$ cat config.mk
export PLATFORM = sky130hd
export DESIGN_NAME = bts_unit
export DESIGN_NICKNAME = d
export VERILOG_FILES = /design/src/verilog/bts_pkg.sv /design/src/verilog/bts_unit.sv
export SDC_FILE = /design/constraint.sdc
export NUM_CORES = 1
export LEC_CHECK = 0
export BUFFER_PORTS_ARGS = -buffer_cell sky130_fd_sc_hd__buf_2
export CAP_MARGIN = 20
export CORE_MARGIN = 10
export CORE_UTILIZATION = 36
export DETAILED_ROUTE_END_ITERATION = 7
export PLACE_DENSITY_LB_ADDON = 0.15
export SLEW_MARGIN = 20
export SYNTH_ARGS = -nofsm -noshare
export SYNTH_HDL_FRONTEND = slang
export SYNTH_SLANG_ARGS = --single-unit
$ cat constraint.sdc
create_clock -name CLOCK -period 4.8 [get_ports CLOCK]
set_input_delay 0.96 -clock CLOCK [delete_from_list [all_inputs] [get_ports CLOCK]]
set_output_delay 0.96 -clock CLOCK [all_outputs]
set_load 0.02 [all_outputs]
$ cat src/verilog/bts_pkg.sv
// constants and types for the bit-test skip execution unit
// Operation
// - opcode top nibble 1011 tests bit, skips next instruction on zero.
// - opcode 1010 bbba ffff ffff skips next instruction when tested bit is one.
// - on skip, discard the fetched next instruction and run a no-op instead.
// - one cycle without skip, two on skip, three over two-word instruction.
// - bank-mode bit zero resolves the address inside the fixed access bank.
// - bank-mode bit one takes the bank from the bank selector register.
// - bank-mode zero, extended set, address up to 95: indexed literal offset.
package bts_pkg;
  localparam logic [3:0]  OPC_SKIP_CLEAR   = 4'hB;
  localparam logic [3:0]  OPC_SKIP_SET     = 4'hA;
  localparam int          OPC_MSB          = 15;
  localparam int          OPC_LSB          = 12;
  localparam int          BIT_MSB          = 11;
  localparam int          BIT_LSB          = 9;
  localparam int          BANK_MODE_POS    = 8;
  localparam logic [7:0]  IDX_LIMIT        = 8'h5F;
  localparam logic [7:0]  ACCESS_SPLIT     = 8'h60;
  localparam logic [3:0]  ACCESS_HIGH_BANK = 4'hF;
  localparam logic [3:0]  ACCESS_LOW_BANK  = 4'h0;
  localparam logic [11:0] ADDR_RESET       = 12'h000;

  typedef enum logic [1:0] {
    BTS_EXEC,
    BTS_NOP1,
    BTS_NOP2
  } bts_state_t;

  typedef struct packed {
    bts_state_t  state;
    logic        skip_two_word;
    logic [11:0] addr;
    logic        busy;
    logic        flush;
    logic        done;
  } bts_regs_t;
endpackage

$ cat src/verilog/bts_unit.sv
// bit-test skip decode and execute
`timescale 1ns/10ps
`default_nettype none
module bts_unit
  import bts_pkg::*;
(
  // clock and reset
  input  wire logic        CLOCK,
  input  wire logic        RST,
  // instruction stream
  input  wire logic        INSTR_VALID,
  input  wire logic [15:0] INSTR,
  input  wire logic        NEXT_IS_TWO_WORD,
  // addressing context
  input  wire logic [3:0]  BANK_SELECTOR_REGISTER,
  input  wire logic        EXT_SET_EN,
  input  wire logic [11:0] FSR2_BASE,
  // data memory read
  output logic [11:0]      DATA_ADDR,
  output logic             DATA_RD,
  input  wire logic [7:0]  DATA_RDATA,
  // pipeline control
  output logic             IS_BIT_TEST,
  output logic             SKIP,
  output logic             FLUSH,
  output logic             BUSY,
  output logic             DONE
);
  bts_regs_t r_reg;
  bts_regs_t r_next;

  function automatic logic [11:0] form_addr(
    input logic [7:0] f, input logic a, input logic [3:0] bank,
    input logic ext, input logic [11:0] base);
    if (a)
      form_addr = {bank, f};
    else if (ext && f <= IDX_LIMIT)
      form_addr = base + {4'h0, f};
    else if (f >= ACCESS_SPLIT)
      form_addr = {ACCESS_HIGH_BANK, f};
    else
      form_addr = {ACCESS_LOW_BANK, f};
  endfunction

  logic [3:0]  opc;
  logic        hit_clear;
  logic        hit_set;
  logic        bit_val;
  logic        take_skip;
  logic [11:0] cur_addr;

  always_comb begin
    opc       = INSTR[OPC_MSB:OPC_LSB];
    hit_clear = INSTR_VALID && opc == OPC_SKIP_CLEAR;
    hit_set   = INSTR_VALID && opc == OPC_SKIP_SET;
    cur_addr  = form_addr(INSTR[7:0], INSTR[BANK_MODE_POS],
                          BANK_SELECTOR_REGISTER, EXT_SET_EN, FSR2_BASE);
    bit_val   = DATA_RDATA[INSTR[BIT_MSB:BIT_LSB]];
    take_skip = (hit_clear && !bit_val) || (hit_set && bit_val);
  end

  always_comb begin
    r_next       = r_reg;
    r_next.flush = 1'b0;
    r_next.done  = 1'b0;
    case (r_reg.state)
      BTS_EXEC: begin
        r_next.busy = 1'b0;
        if (hit_clear || hit_set) begin
          r_next.addr = cur_addr;
          if (take_skip) begin
            r_next.flush         = 1'b1;
            r_next.busy          = 1'b1;
            r_next.skip_two_word = NEXT_IS_TWO_WORD;
            r_next.state         = BTS_NOP1;
          end else begin
            r_next.done = 1'b1;
          end
        end
      end
      BTS_NOP1: begin
        if (r_reg.skip_two_word) begin
          r_next.state = BTS_NOP2;
        end else begin
          r_next.busy  = 1'b0;
          r_next.done  = 1'b1;
          r_next.state = BTS_EXEC;
        end
      end
      BTS_NOP2: begin
        r_next.busy          = 1'b0;
        r_next.done          = 1'b1;
        r_next.skip_two_word = 1'b0;
        r_next.state         = BTS_EXEC;
      end
      default: r_next.state = BTS_EXEC;
    endcase
    if (RST) begin
      r_next.state         = BTS_EXEC;
      r_next.skip_two_word = 1'b0;
      r_next.addr          = ADDR_RESET;
      r_next.busy          = 1'b0;
      r_next.flush         = 1'b0;
      r_next.done          = 1'b0;
    end
  end

  always_ff @(posedge CLOCK) begin
    r_reg <= r_next;
  end

  // read only, never writes memory or flags
  assign DATA_ADDR   = cur_addr;
  assign DATA_RD     = (hit_clear || hit_set) && r_reg.state == BTS_EXEC;
  assign IS_BIT_TEST = hit_clear || hit_set;
  assign SKIP        = take_skip && r_reg.state == BTS_EXEC;
  assign FLUSH       = r_reg.flush;
  assign BUSY        = r_reg.busy;
  assign DONE        = r_reg.done;
endmodule
`default_nettype wire

Yosys cells after proc, flatten, opt, wreduce, memory -nomap -nowiden
Index checks and enable logic that the tools add are counted.

word-level totals
  memories kept = 0
  latch bits = 0
  memory bits (read-only) = 0
  bits in registers = 18
  output and inout port bits = 18
  bits in writable memories = 0
  logic and storage cells = 53
  input bits = 45

operators by class
  bitwise logic cells = 2
  eq/ne operators = 7
  shifts and indexed selects = 0
  divide/modulo/power cells = 0
  reductions and logical operators = 18
  multiply operators = 0
  add/sub/neg operators = 1
  order comparisons = 3
  muxes and demuxes = 16

operators with widths
  operator                                                           number
  2-to-1 mux 12 bit                                                  3
  2-to-1 mux 18 bit                                                  1
  adder 12 x 8 -> 12 bit                                             1
  equality test 4 bit, second input constant                         2
  greater-or-equal comparator 8 x 7 -> 1 bit, second input constant  1
  <= comparator 8 x 7 -> 1 bit, second input constant                1
  logical AND 1 bit                                                  7
  inequality test 2 bit, second input constant                       3
  case mux 1 bit (3 select lines)                                    2
  AND reduction 2 bit                                                3
  less-than comparator 3 x 4 -> 1 bit, second input constant         1
  2-to-1 mux 1 bit                                                   4
  2-to-1 mux 2 bit                                                   2
  case mux 2 bit (2 select lines)                                    1
  binary-select mux 1 bit (select 3 bit)                             1
  2-to-1 mux 3 bit                                                   1
  AND reduction 3 bit                                                1
  nonzero test 3 bit                                                 1
  OR reduction 3 bit                                                 1
  equality test 2 x 1 -> 1 bit, second input constant                1
  equality test 2 bit, second input constant                         1
  logical NOT 2 bit                                                  1
  logical OR 1 bit                                                   2
  inverter 1 bit                                                     2
  other kinds (3)                                                    3

Logic depth before layout (Yosys ltp)
Gate-level depths: netlist (run 1).

  word-level depth = 8
  gate-level depth with buffers = 9
  gate-level depth less buffers = 9

Least setup slack after synthesis (run 1)
OpenSTA, ideal clock, no wires.

  path type = input port to output port
  from = input INSTR[0]
  to = output DATA_ADDR[10]
  arrival = 2629 ps
  required time = 3840 ps
  setup slack = 1211 ps
  stages = 9
  cells stage by stage = ha_1 > inv_1 > fa_1 > nor2b_1 > o21ai_0 > a211o_1 > a21oi_1 > xnor2_1 > a21oi_1

on the way
  cells in the longest elaborated chain, start to end = 4
  elaborated cells between the ends (all ways) = 7
  those cells by class = add/sub: 1; order compare: 2; mux: 3; reduce/logical: 1

RTL lines
  what                                                                                               RTL line                        text
  from (decl)                                                                                        bts_unit.sv:12                  input wire logic [15:0] INSTR,
  greater-or-equal comparator 8 x 7 -> 1 bit / <= comparator 8 x 7 -> 1 bit (equally long branches)  bts_unit.sv:39, bts_unit.sv:37
  2-to-1 mux 12 bit / logical AND 1 bit (equally long branches)                                      bts_unit.sv:39, bts_unit.sv:37
  2-to-1 mux 12 bit (*)                                                                              bts_unit.sv:37                  else if (ext && f <= IDX_LIMIT)
  2-to-1 mux 12 bit (*)                                                                              bts_unit.sv:35                  if (a)
  to (decl)                                                                                          bts_unit.sv:19                  output logic [11:0] DATA_ADDR,

Every way passes the cells marked *; elsewhere a longest branch is shown, timed or not.

Final worst setup path (run 1)
  from = input INSTR[5]
  to = output DATA_ADDR[11]

The elaborated chain is that of the path after synthesis.

==> results of run 1 <==
kinds of logic (layout without fill, tap and decap cells):
family	count (synthesis)	after routing	synth area share, %
AOI/OAI and AO/OA	37	37	25.3
xor gates and xnor gates	9	9	8.38
adders and majority gates	13	13	18.1
buffers and inverters	11	75	4.39
DFF	6	6	12.8
muxes	7	7	12.0
and+or+nand+nor	37	37	19.1
final timing paths:
kind,endpoint,slack (ps)
worst max register to register,BUSY$_SDFFE_PP0P_,3340
worst max-delay path,DATA_ADDR[11],1050
worst min register to register,BUSY$_SDFFE_PP0P_,470
worst min-delay path,BUSY$_SDFFE_PP0P_,470
power by group through the flow:
| stage | sequential (mW) | combinational, mW | clock [mW] |
|---|---|---|---|
| 2_1_floorplan | 0.0528 | 0.0695 | 0 |
| 3_3_place_gp | 0.0522 | 0.109 | 0 |
| 3_5_place_dp | 0.0522 | 0.111 | 0 |
| 4_1_cts | 0.0513 | 0.111 | 0.0473 |
| 5_1_grt | 0.0513 | 0.124 | 0.0493 |
| 6_report | 0.0513 | 0.110 | 0.0447 |
placed cells by master (no fill, tap or decap), types with 3 or more instances in the layout:
cell	netlist	routed
sky130_fd_sc_hd__nand2b_1	3	3
sky130_fd_sc_hd__nor2_1	5	5
sky130_fd_sc_hd__xnor2_1	4	4
sky130_fd_sc_hd__a21oi_1	10	10
sky130_fd_sc_hd__o21ai_0	6	6
sky130_fd_sc_hd__o22ai_1	3	3
sky130_fd_sc_hd__buf_2	0	62
sky130_fd_sc_hd__dfxtp_1	6	6
sky130_fd_sc_hd__ha_1	12	12
sky130_fd_sc_hd__nand2_1	18	18
sky130_fd_sc_hd__clkbuf_4	0	3
sky130_fd_sc_hd__a21o_1	3	3
sky130_fd_sc_hd__inv_1	10	10
sky130_fd_sc_hd__xor2_1	5	5
area by class of cell:
class / count / area, sq um
Multi-Input combinational cell: 103 / 779
Clock buffer: 3 / 22.5
Sequential cell: 6 / 120
Timing Repair Buffer: 62 / 310
Inverter: 10 / 37.5
Fill cell: 259 / 1170
Tap cell: 30 / 37.5
worst max-delay path, stage by stage:
cell and delay [ps]:
sky130_fd_sc_hd__buf_2 120, sky130_fd_sc_hd__a211oi_1 520, sky130_fd_sc_hd__nand2_1 460, sky130_fd_sc_hd__a2111o_1 470, sky130_fd_sc_hd__nand3_1 80, sky130_fd_sc_hd__buf_2 170
per-stage QoR:
step	cells	hold slack (ps)	setup WS, ps	instance area (sq um)
after global placement	211	458	1080	1280
after detailed placement	211	472	1050	1280
after floorplan	120	446	1210	941
final	214	474	1050	1310
after CTS	214	478	1040	1310
after global routing	214	502	813	1310
routing by layer:
metal	global-route usage [%]	part of all wire, %	vias to the layer above
li1	-	-	570
met1	11.4	40	469
met2	17.9	44	48
met3	7.25	16	0
met4	1.29	0	0
met5	0	0	-
cell usage after synthesis, types with 2 or more instances:
| cell type | count | share of area [%] |
|---|---|---|
| sky130_fd_sc_hd__mux4_1 | 2 | 5.6 |
| sky130_fd_sc_hd__dfxtp_1 | 6 | 13 |
| sky130_fd_sc_hd__inv_1 | 10 | 4.0 |
| sky130_fd_sc_hd__o21a_1 | 2 | 1.6 |
| sky130_fd_sc_hd__xnor2_1 | 4 | 3.7 |
| sky130_fd_sc_hd__nor2_1 | 5 | 2.0 |
| sky130_fd_sc_hd__o22ai_1 | 3 | 2.0 |
| sky130_fd_sc_hd__a21oi_1 | 10 | 5.3 |
| sky130_fd_sc_hd__and2_1 | 2 | 1.3 |
| sky130_fd_sc_hd__a211o_1 | 2 | 1.9 |
| sky130_fd_sc_hd__a21o_1 | 3 | 2.4 |
| sky130_fd_sc_hd__nand3_1 | 2 | 1.1 |
| sky130_fd_sc_hd__a211oi_1 | 2 | 1.6 |
| sky130_fd_sc_hd__mux2i_1 | 2 | 2.1 |
| sky130_fd_sc_hd__o21ai_0 | 6 | 3.2 |
| sky130_fd_sc_hd__ha_1 | 12 | 16 |
| sky130_fd_sc_hd__nand2b_1 | 3 | 2.0 |
| sky130_fd_sc_hd__o21ai_1 | 2 | 1.1 |
| sky130_fd_sc_hd__xor2_1 | 5 | 4.7 |
| sky130_fd_sc_hd__nand2_1 | 18 | 7.2 |
| sky130_fd_sc_hd__nand4b_1 | 2 | 1.9 |
==> run_results.csv, run 1 <==
group,metric,value,unit
outcome,run_status,"complete, no violations",
cts,h-tree-depth,1,
pwr,power.clock.fraction,21.7,%
route,route.detailed.drc,0,
pwr,fin_total_pwr,0.206,mW
pwr,power.leakage,0.689,nW
route,wirelength,2750,um
route,drt-vias-per-instance,5.08,
critical_path,cp.arrival,2790,ps
global_routing,grt_overflow_total,0,
critical_path,worstReg2RegStart,"r_reg[17]$_SDFFE_PP0P_",
min_path,hold_depth,2,
critical_path,crit_type,"in2out",
final_layout,flip_flop_count_of_the_largest_register_all_copies_and_words_added,3,
min_path,hold_start,"BUSY$_SDFFE_PP0P_",
critical_path,worstSetupStartpoint,"INSTR[5]",
die,die_area,0.00506,sq mm
route,antenna_violating_nets_post_route,0,
sta,worst_margin_slew,572,ps
global_routing,grt_antenna_before_repair,0,
synth,asyncSetResetFlopFracSynth,0,%
cts,post_cts_resized,0,
sta,fin_tns_setup,0,ps
critical_path,critPathCaptureType,"output pin",
synth,ys.warnings.count,0,
cts,cts_tree,"built",
final_layout,final_core_utilization,52.8,%
die,initial_utilization,38.0,%
cts,cts_buf_count,3,
sta,report.final.slew_viol_count,0,
pwr,internal-power,0.130,mW
synth,edff_count_synth,0,
final_layout,layout-drive-gt1-share,37.0,%
cts,cts.hold.buffers_added,0,
critical_path,crit_path_start_kind,"input port",
synth,ys_seq_elements,6,
pwr,net-switching-power,0.0762,mW
sta,final-setup-viol-count,0,
route,detail_route.first_pass.iterations,4,
cts,clk_pin_slew_worst_paths,40,ps
critical_path,worstRegToRegCells,4,
pwr,vdd_ir_max,211,uV
die,design.portCount,63,
cts,post_cts_buffers,0,
global_routing,grt_first_pass_wirelength,4780,um
die,chipWidth,71.1,um
die,rows,18,
synth,syn-mean-instance-area,7.84,sq um
cts,cts.sink_count,6,
final_layout,insertedDiodeCount,0,
synth,synth_area,941,sq um
sta,fin_worst_skew,2.14,ps
global_routing,grt_start_max_net_pins,18,
pwr,power.share.combinational,53.4,%
die,core_area,0.00248,sq mm
critical_path,crit_required,3840,ps
placement,place.port_buffers,62,
critical_path,critPathMaxFanout,17,
route,vias,1087,
final_layout,synthToLayoutAreaGrowth,39.0,%
synth,synth_cells,120,
placement,hpwl,2490,um
final_layout,fin_nets,244,
route,post_drt_wl_per_cell,12.8,um
cts,clock_tree.root_cell,"sky130_fd_sc_hd__clkbuf_4",
sta,period_needed,3750,ps
synth,post_synth_num_cell_types,38,
sta,finalHoldViolCount,0,
pwr,seqPwrFrac,24.9,%
cts,clkLatencyLatePin,240,ps
run,cap_viol_max_count,0,
die,die_h,71.1,um
sta,rsz0062_at_grt,"no",
cts,ctsLongestPathBuffers,2,
placement,gp_routability_congestion,0.791,
route,number_of_design_rule_violations_left_by_the_first_detailed_router_iteration,44,
sta,fmax,267,MHz
pwr,netSwitchingFraction,37.0,%
synth,postSynthNetCount,178,
pwr,p_per_area,157,mW/mm^2
sta,max-slew-margin-rel,61.7,%
global_routing,grt_util_all_layers,10.8,%
synth,sequential_cell_area_fraction_in_the_yosys_report,12.8,%
synth,synth_flop_cell,"sky130_fd_sc_hd__dfxtp_1",
sta,fin_crit_sh,78.1,%
global_routing,vias_in_the_first_global_route,1143,
min_path,hold_removal_path_class,"reg2reg",
Power figures use the tool's default switching activity.
==> inputs of run 2 (changes only) <==
--- a/config.mk
+++ b/config.mk
@@ -5,6 +5,7 @@
 export SDC_FILE = /design/constraint.sdc
 export NUM_CORES = 1
 export LEC_CHECK = 0
+export ABC_AREA = 1
 export BUFFER_PORTS_ARGS = -buffer_cell sky130_fd_sc_hd__buf_2
 export CAP_MARGIN = 20
 export CORE_MARGIN = 10
==> constraint.sdc (replaced) <==
create_clock -name CLOCK -period 3.1 [get_ports CLOCK]
set_input_delay 0.62 -clock CLOCK [delete_from_list [all_inputs] [get_ports CLOCK]]
set_output_delay 0.62 -clock CLOCK [all_outputs]
set_load 0.02 [all_outputs]
==> run 2 against run 1 <==
  * First-iteration DRC count shrank 16%
  * Setup slack got worse by 620 ps
  * Sequential power up 76%
  * Global-route usage increased by 0.14 points
  * Sequential share of layout area shrank 1.2 points
  * Critical path type unchanged
  * Largest cell class unchanged
  * Critical endpoint is now DATA_ADDR[6]
  * Critical path depth up 4
  * Via count increased by 26%
  * Routed wire length increased by 16%
==> run_results.csv, run 2 <==
group,metric,value,unit
outcome,run_status,"complete, no violations",
global_routing,grt_first_pass_wirelength,5150,um
route,antenna_violating_nets_post_route,0,
placement,hpwl,2900,um
pwr,net-switching-power,0.173,mW
global_routing,grt_overflow_total,0,
die,initial_utilization,37.1,%
synth,synth_area,0.00112,sq mm
cts,cts_tree,"built",
sta,fin_tns_setup,0,ps
sta,max-slew-margin-rel,83.2,%
final_layout,sequential_cell_area,120,sq um
critical_path,crit_path_start_kind,"input port",
global_routing,grt_antenna_before_repair,0,
sta,period_needed,2670,ps
run,cap_viol_max_count,0,
sta,report.final.slew_viol_count,0,
synth,sequential_cell_area_fraction_in_the_yosys_report,10.7,%
sta,final-setup-viol-count,0,
synth,ys_top_cells_by_count,"sky130_fd_sc_hd__nand2_1 (61), sky130_fd_sc_hd__inv_1 (37), sky130_fd_sc_hd__nand3_1 (18)",
critical_path,cell_by_cell_listing_of_the_critical_path,"buf_2 -> ha_1 -> inv_1 -> fa_1 -> o21bai_2 -> nand2_1 -> nand2_1 -> xnor2_1 -> o21ai_1 -> buf_2",
cts,ctsLongestPathBuffers,2,
route,wirelength,3200,um
pwr,vdd_ir_max,90.5,uV
critical_path,critPathCaptureType,"output pin",
final_layout,fin_nets,324,
final_layout,synthToLayoutAreaGrowth,34.0,%
critical_path,cp.arrival,2050,ps
die,die_area,0.00576,sq mm
final_layout,layout-drive-gt1-share,29.2,%
critical_path,cpMaxStageDelayCell,"sky130_fd_sc_hd__fa_1",
cts,clk_pin_slew_worst_paths,40,ps
final_layout,area_of_combinational_cells_with_multiple_inputs,853,sq um
final_layout,post_layout_nonfiller_instances,308,
route,vias,1366,
sta,whs,550,ps
die,chipWidth,75.9,um
route,detail_route.first_pass.iterations,4,
cts,clkLatencyLatePin,250,ps
synth,ys_seq_elements,6,
pwr,power.leakage,0.949,nW
final_layout,insertedDiodeCount,0,
synth,ys.warnings.count,0,
die,core_area,0.00303,sq mm
critical_path,crit_type,"in2out",
global_routing,grt_start_max_net_pins,15,
cts,cts.hold.buffers_added,0,
final_layout,n_fill_cell,366,
placement,placed_cells_incl_taps,305,
cts,cts_buf_count,3,
pwr,power.share.combinational,58.4,%
sta,worst_margin_slew,252,ps
sta,fin_worst_skew,5.92,ps
route,number_of_design_rule_violations_left_by_the_first_detailed_router_iteration,37,
synth,postSynthNetCount,258,
critical_path,crit_required,2480,ps
global_routing,vias_in_the_first_global_route,1346,
synth,synth_top_area_cell,"sky130_fd_sc_hd__nand2_1",
cts,clock_tree.root_cell,"sky130_fd_sc_hd__clkbuf_4",
synth,synth_largest_type_area_fraction,20.4,%
pwr,netSwitchingFraction,43.4,%
min_path,hold_removal_path_class,"reg2reg",
pwr,internal-power,0.225,mW
global_routing,grt_util_all_layers,10.9,%
pwr,p_per_area,264,mW/mm^2
route,post_drt_wl_per_cell,10.4,um
cts,cts.sink_count,6,
synth,synth_flop_cell,"sky130_fd_sc_hd__dfxtp_1",
route,drt-vias-per-instance,4.44,
final_layout,layout_common_cells,"sky130_fd_sc_hd__buf_2 (62), sky130_fd_sc_hd__nand2_1 (61), sky130_fd_sc_hd__inv_1 (37)",
synth,syn-mean-instance-area,5.62,sq um
critical_path,critPathMaxFanout,3,
die,die_h,75.9,um
synth,synth_most_common_cell,"sky130_fd_sc_hd__nand2_1",
synth,post_synth_num_cell_types,25,
synth,asyncSetResetFlopFracSynth,0,%
placement,place.port_buffers,62,
cts,post_cts_resized,0,
synth,synth_cells,200,
pwr,power.clock.fraction,18.9,%
die,rows,20,
cts,post_cts_buffers,0,
sta,rsz0062_at_grt,"no",
sta,fin_crit_sh,86.2,%
pwr,fin_total_pwr,0.398,mW
sta,fmax,374,MHz
cts,h-tree-depth,1,
synth,edff_count_synth,0,
route,route.detailed.drc,0,
pwr,seqPwrFrac,22.7,%
final_layout,flip_flop_count_of_the_largest_register_all_copies_and_words_added,3,
critical_path,critical_path.max_stage_delay,420,ps
sta,finalHoldViolCount,0,
final_layout,mostFrequentLayoutCell,"sky130_fd_sc_hd__buf_2",
synth,synth_area_leaders,"sky130_fd_sc_hd__nand2_1 (20%), sky130_fd_sc_hd__ha_1 (13%), sky130_fd_sc_hd__inv_1 (12%)",
die,design.portCount,63,
placement,gp_routability_congestion,0.836,
## run 2: routing by layer
metal	vias to the layer above	share of wire (%)	track usage [%]	wire length, um
met4	0	0.31	1.86	10
met5	-	0	0	0
met2	28	52	21.4	1650
met1	574	40	11.2	1290
li1	760	-	-	-
met3	4	7.4	3.13	238
## run 2: logic make-up (layout without fill, tap and decap cells)
family          after synthesis  after routing  synth area share [%]
compound gates               28             28                  13.5
mux                           1              1                 0.890
fa+ha+maj                    13             13                  15.1
simple gates                106            106                  41.7
flops                         6              6                  10.7
xor+xnor                      6              6                  4.67
buf+inv                      40            104                  13.5
## run 2: path summary, 6_finish.rpt
check,startpoint,to,slack (ps),depth (start not counted)
hold reg to reg,BUSY$_SDFFE_PP0P_,BUSY$_SDFFE_PP0P_,550,2
setup reg to reg,r_reg[16]$_SDFFE_PP0P_,r_reg[15]$_SDFFE_PP0P_,1900,6
setup / recovery,INSTR[0],DATA_ADDR[6],430,10
hold / removal,BUSY$_SDFFE_PP0P_,BUSY$_SDFFE_PP0P_,550,2
## run 2: worst max-delay path: cells and delay by family
kind	cells	cell delay, ps
xor+xnor	1	60
buf+inv	3	320
compound gates	2	320
fa+ha+maj	2	580
simple gates	2	160
## run 2: layout make-up
cell class | count | area share [%]
Clock buffer | 3 | 1.49
Inverter | 39 | 9.71
Multi-Input combinational cell | 154 | 56.6
Sequential cell | 6 | 7.97
Tap cell | 44 | 3.65
Timing Repair Buffer | 62 | 20.6
## run 2: per-stage QoR
step,util [%],cell area (sq um),setup WS [ps]
global route,49.8,1510,252
CTS,49.8,1510,422
detailed placement,49.0,1490,432
global placement,49.0,1490,441
finish,49.8,1510,429
floorplan,-,1120,517
## run 2: power groups by stage
stage | Combinational, mW | Sequential, mW | Clock, mW
after floorplan | 0.155 | 0.0951 | 0
after global placement | 0.234 | 0.0916 | 0
after detailed placement | 0.235 | 0.0917 | 0
after CTS | 0.236 | 0.0904 | 0.0765
after global routing | 0.268 | 0.0914 | 0.0793
final | 0.232 | 0.0903 | 0.0751
==> inputs of run 3 (changes only) <==
--- a/config.mk
+++ b/config.mk
@@ -11,6 +11,7 @@
 export CORE_MARGIN = 10
 export CORE_UTILIZATION = 36
 export DETAILED_ROUTE_END_ITERATION = 7
+export GPL_TIMING_DRIVEN = 0
 export PLACE_DENSITY_LB_ADDON = 0.15
 export SLEW_MARGIN = 20
 export SYNTH_ARGS = -nofsm -noshare
==> run 3 against run 2 <==
  * First-iteration DRC count decreased by 30%
  * Sequential cell count unchanged
  * Global-route usage is 0.52 points lower
  * Power up 0.52%
  * Hold slack worse by 9.6 ps
  * Sequential share of layout area about the same
  * Non-clock buffer count up 1
  * Clock skew is 1.1 ps higher
  * Clock-buffer cell count is the same
==> run_results.csv, run 3 (synthesis results as in run 2) <==
group,metric,value,unit
critical_path,cpMaxStageDelayCell,"sky130_fd_sc_hd__fa_1",
critical_path,register_to_register_setup_slack,1910,ps
sta,period_needed,2690,ps
cts,clock_tree.root_cell,"sky130_fd_sc_hd__clkbuf_4",
global_routing,vias_in_the_first_global_route,1307,
min_path,hold_removal_path_class,"reg2reg",
sta,finalHoldViolCount,0,
run,cap_viol_max_count,0,
sta,fin_worst_skew,7.06,ps
sta,whs,540,ps
route,detail_route.first_pass.iterations,4,
critical_path,cp.arrival,2070,ps
final_layout,n_fill_cell,361,
global_routing,grt_antenna_before_repair,0,
placement,worst_slack_at_placement,413,ps
sta,final-setup-viol-count,0,
route,number_of_design_rule_violations_left_by_the_first_detailed_router_iteration,26,
sta,fmax,372,MHz
cts,clkLatencyLatePin,250,ps
die,rows,20,
global_routing,grt_first_pass_wirelength,4860,um
die,die_h,75.9,um
global_routing,grt_util_all_layers,10.4,%
critical_path,crit_type,"in2out",
cts,cts_tree,"built",
cts,clk_pin_slew_worst_paths,40,ps
route,route.detailed.drc,0,
die,initial_utilization,37.1,%
final_layout,mostFrequentLayoutCell,"sky130_fd_sc_hd__buf_2",
die,core_area,0.00303,sq mm
critical_path,cell_by_cell_listing_of_the_critical_path,"buf_2 -> ha_1 -> inv_1 -> fa_1 -> o21bai_2 -> nand2_1 -> nand2_1 -> xnor2_1 -> o21ai_1 -> buf_2",
sta,worst_margin_slew,261,ps
outcome,run_status,"complete, no violations",
critical_path,crit_path_start_kind,"input port",
critical_path,cp_num_buf_inv,3,
final_layout,synthToLayoutAreaGrowth,34.5,%
die,die_area,0.00576,sq mm
cts,post_cts_buffers,0,
final_layout,layout_common_cells,"sky130_fd_sc_hd__buf_2 (63), sky130_fd_sc_hd__nand2_1 (61), sky130_fd_sc_hd__inv_1 (37)",
placement,gp_routability_congestion,0.845,
critical_path,critPathCaptureType,"output pin",
global_routing,grt_overflow_total,0,
route,vias,1393,
global_routing,grt_start_max_net_pins,11,
critical_path,crit_required,2480,ps
final_layout,insertedDiodeCount,0,
sta,max-slew-margin-rel,82.6,%
sta,fin_tns_setup,0,ps
sta,setup_ws,413,ps
die,chipWidth,75.9,um
pwr,fin_total_pwr,0.400,mW
cts,ctsLongestPathBuffers,2,
cts,cts.sink_count,6,
final_layout,flip_flop_count_of_the_largest_register_all_copies_and_words_added,3,
placement,place.port_buffers,62,
final_layout,fin_nets,325,
final_layout,layout-drive-gt1-share,29.4,%
critical_path,critical-path-top-delay-family,"adder cells",
pwr,vdd_ir_max,97.5,uV
sta,rsz0062_at_grt,"no",
cts,cts.hold.buffers_added,0,
route,antenna_violating_nets_post_route,0,
route,wirelength,3170,um
placement,hpwl,2850,um
route,drt-vias-per-instance,4.51,
critical_path,critPathMaxFanout,3,
route,post_drt_wl_per_cell,10.3,um
pwr,power.leakage,0.951,nW
critical_path,critical_path.max_stage_delay,420,ps
sta,fin_crit_sh,86.7,%
pwr,p_per_area,264,mW/mm^2
sta,report.final.slew_viol_count,0,
cts,post_cts_resized,0,
die,design.portCount,63,
cts,cts_buf_count,3,
cts,h-tree-depth,1,
==> run 3: stage by stage <==
| step | cell area, sq um | instances | utilization (%) |
|---|---|---|---|
| after floorplan | 1120 | 200 | - |
| after global placement | 1490 | 306 | 49.2 |
| after detailed placement | 1490 | 306 | 49.2 |
| after CTS | 1510 | 309 | 50.0 |
| after global routing | 1510 | 309 | 50.0 |
| final | 1510 | 309 | 50.0 |
==> run 3: power breakdown <==
group / internal (mW) / switching (mW) / total [mW]
logic: 0.0959 / 0.137 / 0.233
registers: 0.0855 / 0.00475 / 0.0902
clock network: 0.0441 / 0.0329 / 0.0770
==> run 3: worst paths after layout <==
path	start	to	cells after the start
worst max-delay path	INSTR[0]	DATA_ADDR[6]	10
worst min-delay path	BUSY$_SDFFE_PP0P_	BUSY$_SDFFE_PP0P_	2
worst max register to register	r_reg[16]$_SDFFE_PP0P_	r_reg[15]$_SDFFE_PP0P_	6
worst min register to register	BUSY$_SDFFE_PP0P_	BUSY$_SDFFE_PP0P_	2
==> run 3: final cells by class <==
type                    instances  area [sq um]  share of cell area, %
multi-input cells             154           853                   56.4
repair buffers                 62           310                   20.5
inverters                      39           146                   9.68
flip-flops and latches          6           120                   7.94
well taps                      44          55.1                   3.64
clock buffers                   3          22.5                   1.49
plain buffers                   1          5.00                  0.331
==> run 3: worst reg2reg max path, delay by kind of cell (launching register included) <==
kind,cells,cell delay [ps]
compound gates,1,190
fa+ha+maj,1,290
buf+inv,2,140
flops,1,370
simple gates,2,110
==> run 3: metal layers <==
| layer | GRT usage (%) | vias to the layer above | wire (um) |
|---|---|---|---|
| met5 | 0 | - | 0 |
| met4 | 1.24 | 0 | 11 |
| met3 | 3.91 | 2 | 260 |
| met2 | 19.9 | 31 | 1600 |
| met1 | 10.7 | 595 | 1300 |
| li1 | - | 765 | - |
